--- config.mk ---
export PLATFORM = sky130hd
export DESIGN_NAME = clock_buffer_global_control
export DESIGN_NICKNAME = d
export VERILOG_FILES = /design/src/hw/clock_buffer_global_control_pkg.sv /design/src/hw/clock_buffer_global_control.sv
export SDC_FILE = /design/constraint.sdc
export NUM_CORES = 1
export LEC_CHECK = 0
export ABC_AREA = 0
export BUFFER_PORTS_ARGS = -buffer_cell sky130_fd_sc_hd__buf_2
export CORE_ASPECT_RATIO = 2
export CORE_MARGIN = 2
export CORE_UTILIZATION = 55
export CTS_BUF_LIST = sky130_fd_sc_hd__clkbuf_8
export CTS_CLUSTER_SIZE = 16
export DETAILED_ROUTE_END_ITERATION = 7
export PLACE_DENSITY = 0.76
export SLEW_MARGIN = 40
export SYNTH_ARGS = -nofsm -noshare
export SYNTH_HDL_FRONTEND = slang
export SYNTH_SLANG_ARGS = --single-unit
--- constraint.sdc ---
create_clock -name clk -period 2.1 [get_ports clk]
set_clock_uncertainty 0.05 [all_clocks]
set_input_delay 0.105 -clock clk [delete_from_list [all_inputs] [get_ports clk]]
set_output_delay 0.105 -clock clk [all_outputs]
set_load 0.01 [all_outputs]
--- src/hw/clock_buffer_global_control_pkg.sv ---
package clock_buffer_global_control_pkg;

   // Register port widths, channel pair count and function code width
   localparam int ADDR_W  = 7;
   localparam int DATA_W  = 8;
   localparam int PAIRS   = 7;
   localparam int CODE_W  = 4;

   // Register offsets
   localparam logic [ADDR_W-1:0] OFF_GLOBAL_FEATURE = 7'h03;
   localparam logic [ADDR_W-1:0] OFF_PAIR_ENABLE    = 7'h04;
   localparam logic [ADDR_W-1:0] OFF_MODE_SPARE     = 7'h05;
   localparam logic [ADDR_W-1:0] OFF_ALARM_CLEAR    = 7'h06;
   localparam logic [ADDR_W-1:0] OFF_SPARE_A        = 7'h07;
   localparam logic [ADDR_W-1:0] OFF_SCRATCHPAD     = 7'h08;
   localparam logic [ADDR_W-1:0] OFF_SPARE_B        = 7'h09;
   localparam logic [ADDR_W-1:0] OFF_REF_CLK_BUF    = 7'h0A;
   localparam logic [ADDR_W-1:0] OFF_SYNC_REF_BUF   = 7'h0B;
   localparam logic [ADDR_W-1:0] OFF_INPUT_CONTROL  = 7'h46;

   // Values after reset
   localparam logic [DATA_W-1:0] RST_REG     = 8'h00;
   localparam logic [DATA_W-1:0] RST_RD_DATA = 8'h00;

   // Field positions
   localparam int BIT_RADIO_RESEED = 5;
   localparam int BIT_SYSREF_TIMER = 2;
   localparam int BIT_ALARM_CLEAR  = 0;
   localparam int BIT_BUF_ENABLE   = 0;
   localparam int BUF_MODE_LSB     = 1;
   localparam int BUF_MODE_MSB     = 4;
   localparam int BIT_FN_ENABLE    = 0;
   localparam int FN_CODE_LSB      = 1;
   localparam int FN_CODE_MSB      = 4;

   // Input function codes, as held in bits 4 to 1
   localparam logic [CODE_W-1:0] FN_SLEEP   = 4'h2;
   localparam logic [CODE_W-1:0] FN_MUTE    = 4'h3;
   localparam logic [CODE_W-1:0] FN_PULSE   = 4'h4;
   localparam logic [CODE_W-1:0] FN_RESEED  = 4'h5;
   localparam logic [CODE_W-1:0] FN_RESTART = 4'h6;
   localparam logic [CODE_W-1:0] FN_SLIP    = 4'h8;

endpackage

--- src/hw/clock_buffer_global_control.sv ---
// What this block does
// - Bit 5 of register 0x3 enables reseeding
// - Bit 2 of register 0x3 enables reference timer
// - Bit n enables channels 2n and 2n+1
// - Writing one to alarm bit clears alarms
// - Scratch register reads back, affects nothing
// - Two input buffers, bit 0 enables each
// - Bits 4 to 1 select buffer input modes
// - Select codes give sleep and mute from pin
// - Select codes give pulse and reseed requests
// - Select codes give restart and slip; others ignored
// - Bit 0 enables function; change select while off
// - Pin may be input and output together
// - Sleep disables outputs and buffers while held
// - Mute silences drivers, dividers keep running
// - Reseed on rising edge, only when resync done
// - Restart resets dividers, keeps configuration
module clock_buffer_global_control
   import clock_buffer_global_control_pkg::*;
(
   input  wire logic                                  clk,
   input  wire logic                                  clkEn,
   input  wire logic                                  sys_rst,
   input  wire logic [clock_buffer_global_control_pkg::ADDR_W-1:0] regAddr,
   input  wire logic                                  regWrEn,
   input  wire logic [clock_buffer_global_control_pkg::DATA_W-1:0] regWrData,
   input  wire logic                                  regRdEn,
   output logic      [clock_buffer_global_control_pkg::DATA_W-1:0] regRdData,
   input  wire logic                                  generalInputPin,
   input  wire logic                                  resyncDone,
   output logic                                       radioReseedEnable,
   output logic                                       sysrefTimerEnable,
   output logic [2*clock_buffer_global_control_pkg::PAIRS-1:0] channelEnable,
   output logic                                       alarmClear,
   output logic                                       refClockBufEnable,
   output logic      [3:0]                            refClockBufMode,
   output logic                                       syncRefBufEnable,
   output logic      [3:0]                            syncRefBufMode,
   output logic                                       sleepReq,
   output logic                                       muteReq,
   output logic                                       pulseGenReq,
   output logic                                       reseedReq,
   output logic                                       restartReq,
   output logic                                       slipReq
);
   import clock_buffer_global_control_pkg::*;

   // Stored registers
   logic [DATA_W-1:0] featureEn_q;
   logic [DATA_W-1:0] pairEn_q;
   logic [DATA_W-1:0] modeSpare_q;
   logic [DATA_W-1:0] alarmReg_q;
   logic [DATA_W-1:0] spareA_q;
   logic [DATA_W-1:0] scratch_q;
   logic [DATA_W-1:0] spareB_q;
   logic [DATA_W-1:0] refBuf_q;
   logic [DATA_W-1:0] syncBuf_q;
   logic [DATA_W-1:0] inputCtl_q;

   // Pin synchroniser and edge history
   logic pinMeta_q;
   logic pinSync_q;
   logic pinPrev_q;

   // Write decode
   logic wrAny;
   logic wrFeature;
   logic wrPair;
   logic wrModeSpare;
   logic wrAlarm;
   logic wrSpareA;
   logic wrScratch;
   logic wrSpareB;
   logic wrRefBuf;
   logic wrSyncBuf;
   logic wrInputCtl;
   logic alarmHit;

   assign wrAny       = clkEn && regWrEn;
   assign wrFeature   = wrAny && (regAddr == OFF_GLOBAL_FEATURE);
   assign wrPair      = wrAny && (regAddr == OFF_PAIR_ENABLE);
   assign wrModeSpare = wrAny && (regAddr == OFF_MODE_SPARE);
   assign wrAlarm     = wrAny && (regAddr == OFF_ALARM_CLEAR);
   assign wrSpareA    = wrAny && (regAddr == OFF_SPARE_A);
   assign wrScratch   = wrAny && (regAddr == OFF_SCRATCHPAD);
   assign wrSpareB    = wrAny && (regAddr == OFF_SPARE_B);
   assign wrRefBuf    = wrAny && (regAddr == OFF_REF_CLK_BUF);
   assign wrSyncBuf   = wrAny && (regAddr == OFF_SYNC_REF_BUF);
   assign wrInputCtl  = wrAny && (regAddr == OFF_INPUT_CONTROL);
   assign alarmHit    = wrAlarm && regWrData[BIT_ALARM_CLEAR];

   // Read selection; unmapped offsets read as zero
   logic [DATA_W-1:0] rdMux;

   assign rdMux =
      (regAddr == OFF_GLOBAL_FEATURE) ? featureEn_q :
      (regAddr == OFF_PAIR_ENABLE)    ? pairEn_q    :
      (regAddr == OFF_MODE_SPARE)     ? modeSpare_q :
      (regAddr == OFF_ALARM_CLEAR)    ? alarmReg_q  :
      (regAddr == OFF_SPARE_A)        ? spareA_q    :
      (regAddr == OFF_SCRATCHPAD)     ? scratch_q   :
      (regAddr == OFF_SPARE_B)        ? spareB_q    :
      (regAddr == OFF_REF_CLK_BUF)    ? refBuf_q    :
      (regAddr == OFF_SYNC_REF_BUF)   ? syncBuf_q   :
      (regAddr == OFF_INPUT_CONTROL)  ? inputCtl_q  :
      RST_RD_DATA;

   // Register storage; every bit, reserved or not, keeps what was written
   always_ff @(posedge clk)
   begin
      if (sys_rst)
      begin
         featureEn_q <= RST_REG;
         pairEn_q    <= RST_REG;
         modeSpare_q <= RST_REG;
         alarmReg_q  <= RST_REG;
         spareA_q    <= RST_REG;
         scratch_q   <= RST_REG;
         spareB_q    <= RST_REG;
         refBuf_q    <= RST_REG;
         syncBuf_q   <= RST_REG;
         inputCtl_q  <= RST_REG;
      end
      else
      begin
         if (wrFeature)   featureEn_q <= regWrData;
         if (wrPair)      pairEn_q    <= regWrData;
         if (wrModeSpare) modeSpare_q <= regWrData;
         if (wrAlarm)     alarmReg_q  <= regWrData;
         if (wrSpareA)    spareA_q    <= regWrData;
         if (wrScratch)   scratch_q   <= regWrData;
         if (wrSpareB)    spareB_q    <= regWrData;
         if (wrRefBuf)    refBuf_q    <= regWrData;
         if (wrSyncBuf)   syncBuf_q   <= regWrData;
         if (wrInputCtl)  inputCtl_q  <= regWrData;
      end
   end

   // Read data is captured on a read strobe and held until the next one
   always_ff @(posedge clk)
   begin
      if (sys_rst)
         regRdData <= RST_RD_DATA;
      else if (clkEn && regRdEn)
         regRdData <= rdMux;
   end

   // Two-stage pin synchroniser plus history for edge detection
   always_ff @(posedge clk)
   begin
      if (sys_rst)
      begin
         pinMeta_q <= 1'b0;
         pinSync_q <= 1'b0;
         pinPrev_q <= 1'b0;
      end
      else if (clkEn)
      begin
         pinMeta_q <= generalInputPin;
         pinSync_q <= pinMeta_q;
         pinPrev_q <= pinSync_q;
      end
   end

   // Input function decode; pin is only read, so output use never clashes
   logic              fnOn;
   logic [CODE_W-1:0] fnCode;
   logic              pinHigh;
   logic              pinRise;

   assign fnOn    = inputCtl_q[BIT_FN_ENABLE];
   assign fnCode  = inputCtl_q[FN_CODE_MSB:FN_CODE_LSB];
   assign pinHigh = fnOn && pinSync_q;
   assign pinRise = fnOn && pinSync_q && !pinPrev_q;

   // Levels follow the pin; events fire once per rising edge
   logic sleepD;
   logic muteD;
   logic pulseD;
   logic reseedD;
   logic restartD;
   logic slipD;

   assign sleepD   = pinHigh && (fnCode == FN_SLEEP);
   assign muteD    = pinHigh && (fnCode == FN_MUTE);
   assign pulseD   = pinHigh && (fnCode == FN_PULSE);
   assign reseedD  = pinRise && (fnCode == FN_RESEED)
                     && resyncDone;
   assign restartD = pinRise && (fnCode == FN_RESTART);
   assign slipD    = pinRise && (fnCode == FN_SLIP);

   // Pair enables fan out to both channels of each pair
   logic [PAIRS-1:0]   pairBits;
   logic [2*PAIRS-1:0] chanD;

   assign pairBits = pairEn_q[PAIRS-1:0];

   for (genvar p = 0; p < PAIRS; p++)
   begin : g_pair
      assign chanD[2*p]   = pairBits[p] && !sleepD;
      assign chanD[2*p+1] = pairBits[p] && !sleepD;
   end

   // Buffer controls; sleep shuts both buffers, mode bits pass through
   logic refEnD;
   logic syncEnD;

   assign refEnD  = refBuf_q[BIT_BUF_ENABLE] && !sleepD;
   assign syncEnD = syncBuf_q[BIT_BUF_ENABLE] && !sleepD;

   // Output flops: controls and requests
   always_ff @(posedge clk)
   begin
      if (sys_rst)
      begin
         radioReseedEnable <= 1'b0;
         sysrefTimerEnable <= 1'b0;
         channelEnable     <= '0;
         alarmClear        <= 1'b0;
         refClockBufEnable <= 1'b0;
         refClockBufMode   <= '0;
         syncRefBufEnable  <= 1'b0;
         syncRefBufMode    <= '0;
         sleepReq          <= 1'b0;
         muteReq           <= 1'b0;
         pulseGenReq       <= 1'b0;
         reseedReq         <= 1'b0;
         restartReq        <= 1'b0;
         slipReq           <= 1'b0;
      end
      else if (clkEn)
      begin
         radioReseedEnable <= featureEn_q[BIT_RADIO_RESEED];
         sysrefTimerEnable <= featureEn_q[BIT_SYSREF_TIMER];
         channelEnable     <= chanD;
         alarmClear        <= alarmHit;
         refClockBufEnable <= refEnD;
         refClockBufMode   <= refBuf_q[BUF_MODE_MSB:BUF_MODE_LSB];
         syncRefBufEnable  <= syncEnD;
         syncRefBufMode    <= syncBuf_q[BUF_MODE_MSB:BUF_MODE_LSB];
         sleepReq          <= sleepD;
         muteReq           <= muteD;
         pulseGenReq       <= pulseD;
         reseedReq         <= reseedD;
         restartReq        <= restartD;
         slipReq           <= slipD;
      end
   end

   // Both channels of a pair always agree
   logic [PAIRS-1:0] evenCh;
   logic [PAIRS-1:0] oddCh;

   for (genvar q = 0; q < PAIRS; q++)
   begin : g_chk
      assign evenCh[q] = channelEnable[2*q];
      assign oddCh[q]  = channelEnable[2*q+1];
   end
endmodule

Yosys cells after proc, flatten, opt, wreduce, memory -nomap -nowiden

Cells that the tools add are included.

Flip-flop bits (word level): 123
Logic and storage cells: 87

Equal/unequal tests: 16
Multiplexer cells: 10
Reductions and logical operators: 33

Operators by type and width:

| kind                                          | count |
|---|---|
| 2-to-1 mux 8 bit                              | 10 |
| logical AND 1 bit                             | 31 |
| == test 7 x 3 -> 1 bit, second input constant | 4 |
| == test 7 x 4 -> 1 bit, second input constant | 4 |
| == test 4 x 3 -> 1 bit, second input constant | 3 |
| == test 4 x 2 -> 1 bit, second input constant | 2 |
| == test 7 x 2 -> 1 bit, second input constant | 1 |
| == test 7 bit, second input constant          | 1 |
| == test 4 bit, second input constant          | 1 |
| logical NOT 1 bit                             | 2 |

Logic depth before layout (Yosys ltp)

Word-level depth: 11
Mapped depth: 8

Worst setup path before layout

Ideal clock, no wire load.

Path type: input -> register
Start point: input port regAddr[6] in the netlist's numbering
End point: register pairEn_q[0]
Setup time: 132 ps
Data arrival time: 1591 ps
Required time: 1918 ps
Path slack: 326 ps
Stages on the path: 8
Cells stage by stage: buf_6 > or4_4 > buf_6 > nor3_4 > buf_4 > nand2_1 > nand2_1 > a21oi_1

Cells in the longest elaborated chain, start to end: 2

Ends and longest elaborated chain:

| what                   | line                               | RTL |
|---|---|---|
| from (decl)            | clock_buffer_global_control.sv:24  | `input wire logic [clock_buffer_global_control_pkg::ADDR_W-1:0] regAddr,` |
| == test 7 x 3 -> 1 bit | clock_buffer_global_control.sv:81  | `assign wrPair = wrAny && (regAddr == OFF_PAIR_ENABLE);` |
| logical AND 1 bit      | clock_buffer_global_control.sv:81  |  |
| to (signal assigned)   | clock_buffer_global_control.sv:127 | `if (wrPair) pairEn_q <= regWrData;` |
| to (decl)              | clock_buffer_global_control.sv:50  | `logic [DATA_W-1:0] pairEn_q;` |

Every way passes these cells.
A chain may end at the register's enable or synchronous reset.

Worst setup path in the final report

Start point: input port clkEn
End point: register spareB_q[3]

Cells in the longest elaborated chain, start to end: 2

Ends and longest elaborated chain:

| what                 | line                               | RTL |
|---|---|---|
| from (decl)          | clock_buffer_global_control.sv:22  | `input wire logic clkEn,` |
| logical AND 1 bit    | clock_buffer_global_control.sv:79  | `assign wrAny = clkEn && regWrEn;` |
| logical AND 1 bit    | clock_buffer_global_control.sv:86  | `assign wrSpareB = wrAny && (regAddr == OFF_SPARE_B);` |
| to (signal assigned) | clock_buffer_global_control.sv:132 | `if (wrSpareB) spareB_q <= regWrData;` |
| to (decl)            | clock_buffer_global_control.sv:55  | `logic [DATA_W-1:0] spareB_q;` |

Every way passes these cells.

==> metrics.cfg <==
[run_status]
status = finished clean

[synth]
syn-cell-area_mm2 = 0.005233
synthCells = 587
ys_ff_latch = 117
syn_nets = 609
yosysWarnings = 0
ys_async_sr_fraction_pct = 0
synth_flop_cell = dfxtp_1
synth_seq_area_share_pct = 44.76
syn_area_per_cell_um2 = 8.914
synth-edff-count = 0
ys_types = 53

[timing]
hold_viol = 0
finalCriticalPeriod_ns = 1.747
worst_slew_pin_slew_ns = 0.6003
period_share_pct = 83.18
setup_viol = 0
rsz0062_at_grt = false
fin_tns_setup_ns = 0
fmax_mhz = 572.5
maxSlewHeadroom_pct = 59.67
fin_ws_ns = 0.3533
drv_slew = 0

[pwr]
peakVddDrop_v = 0.0005024
seqPwrFrac_pct = 45.5
comb_power_share_pct = 6.6
internal-power_uw = 3778
p_per_area_mw_per_mm2 = 784.3
swShare_pct = 23.24
power.net_switching_uw = 1144
finalPower_uw = 4922
p_leak_uw = 0.002691
power.share.clock_pct = 47.8

[placement]
post_dp_cell_area_mm2 = 0.005758
pre_cts_ws_ns = 0.07931
place_hpwl_mm = 11.54
gp_congestion = 0.9044
port_buffers = 62

[setup_path]
r2r_cells = 6
crit_arrival_ns = 2.01
end_kind = flip-flop
critPathTopFamily = simple AND/OR/NAND/NOR gates
crit_chain = dlygate4sd3_1, buf_2, and2_1, and2_1, nand3_1, mux2i_1, nor2_1
crit_slowest_cell = dlygate4sd3_1
start_kind = input pin
required_ns = 2.37
crit_path_frequent_cell = and2_1
critical_path.max_fanout = 8
crit_cells = 7
criticalPathCategory = input pin to flip-flop
critPathBufInv = 2
max_stage_delay_ns = 0.52

[clock_tree]
clk_pin_slew_ns = 0.07
clockBufferDepth = 2
cts-root-buf = clkbuf_8
cts-buffers-inserted = 17
ctsResizeCount = 0
htree_num_levels = 4
clk_latency_ns = 0.44
cts_tree = yes
numClockSinks = 117

[layout]
layout_common_cells = dfxtp_1, nor2_1, mux2i_1
diodes = 0
fillCellCount = 770
syn_to_final_growth_pct = 19.94
drive_above_1_share_pct = 21.73
fin_area_mm2 = 0.006276
layout_commonest_cell = dfxtp_1
final_util_pct = 67.33
nets = 681

[die]
core-area_mm2 = 0.009321
die_y_um = 141.9
fp-row-count = 50
die-area_mm2 = 0.01036
pin_count = 63
die_w_um = 72.97
initial_core_util_pct = 56.13

[hold_path]
hold_class = input pin to flip-flop
hold_depth = 3

[grt]
grt_pass1_vias = 4663
grt_pass1_wl_mm = 24.72
grt_max_degree = 47
grt_util_all_layers_pct = 32.23
grt-ovfl-total = 0
antenna_found_initial = 0

[drt]
drt_first_pass_iters = 5
drc = 0
via_per_inst = 5.955
antenna_left = 0
vias = 4621
wl_mm = 15.62
wl_per_cell_um = 20.13
dr.first_iter.drc_count = 262

[flow_run]
max_cap_violations = 0

## synthesized netlist by cell type (5+ instances only)
master / n / area [µm²]
or3_1: 5 / 31.28
dfxtp_1: 117 / 2342
nor2b_1: 7 / 43.79
nand3_1: 24 / 120.1
buf_2: 7 / 35.03
a22o_1: 8 / 70.07
buf_4: 9 / 67.56
nand2_1: 40 / 150.1
a221o_1: 5 / 50.05
a221oi_1: 8 / 70.07
nor2_1: 108 / 405.4
clkbuf_1: 34 / 127.6
inv_1: 6 / 22.52
a21oi_1: 26 / 130.1
a22oi_1: 17 / 127.6
o21ai_0: 13 / 65.06
o22ai_1: 5 / 31.28
mux2i_1: 78 / 780.8
nor3_1: 11 / 55.05
## power groups by stage
stage	clock network [µW]	logic [µW]	registers, µW
final	2350	327	2240
after global routing	2500	351	2240
after CTS	2390	324	2240
after detailed placement	0	314	2290
after global placement	0	313	2290
after floorplan	0	183	2290
## timing repair
action,CTS,global route
hold endpoints to repair,9,0
hold buffers,6,0
setup buffers,0,0
## through the flow
| step | instances | hold WS, ns |
|---|---|---|
| after floorplan | 587 | 0.2022 |
| after global placement | 738 | 0.2908 |
| after detailed placement | 738 | 0.2976 |
| after CTS | 776 | 0.00007905 |
| after global routing | 776 | 0.009631 |
| final | 776 | 0.02078 |
## cells by family (layout without fill, tap and decap cells)
group | after synthesis | after routing | share of synthesized area [%]
simple gates | 225 | 225 | 20.04
flops | 117 | 117 | 44.76
compound gates | 103 | 103 | 14.01
mux | 82 | 82 | 15.78
buf+inv | 60 | 145 | 5.404
## routing by layer
| metal | wire, µm | track usage, % | vias up |
|---|---|---|---|
| met3 | 609 | 6.020 | 47 |
| met5 | 0 | 0 | - |
| li1 | - | - | 2212 |
| met1 | 5740 | 33.47 | 2211 |
| met2 | 8313 | 57.27 | 151 |
| met4 | 955 | 20.57 | 0 |
## final cells by class
class,instances,area (µm²),area share (%)
clock buffer,18,247.7,3.947
clock inverter,14,210.2,3.349
inverter,6,22.52,0.3589
multi-input combinational,410,2608,41.55
sequential,117,2342,37.32
tap,104,130.1,2.073
timing repair buffer,107,715.7,11.40
## registers in the layout (all words and copies together) (netlist names), 4 cells and up
| register | cells |
|---|---|
| alarmReg_q | 8 |
| channelEnable | 7 |
| featureEn_q | 8 |
| inputCtl_q | 8 |
| modeSpare_q | 8 |
| pairEn_q | 8 |
| refBuf_q | 8 |
| refClockBufMode | 4 |
| regRdData | 8 |
| scratch_q | 8 |
| spareA_q | 8 |
| spareB_q | 8 |
| syncBuf_q | 8 |
| syncRefBufMode | 4 |
## worst paths after layout
kind | startpoint | endpoint | slack, ns
worst min-delay path | regWrData[7] | pairEn_q[7] | 0.02
worst max register to register | alarmReg_q[7] | regRdData[7] | 0.49
worst max-delay path | clkEn | spareB_q[3] | 0.35
worst min register to register | slipReq | slipReq | 0.41
## worst min-delay path: stages
cell	delay [ns]
buf_2	0.19
nand3_1	0.10
a21oi_1	0.06
Power figures use the tool's default switching activity.
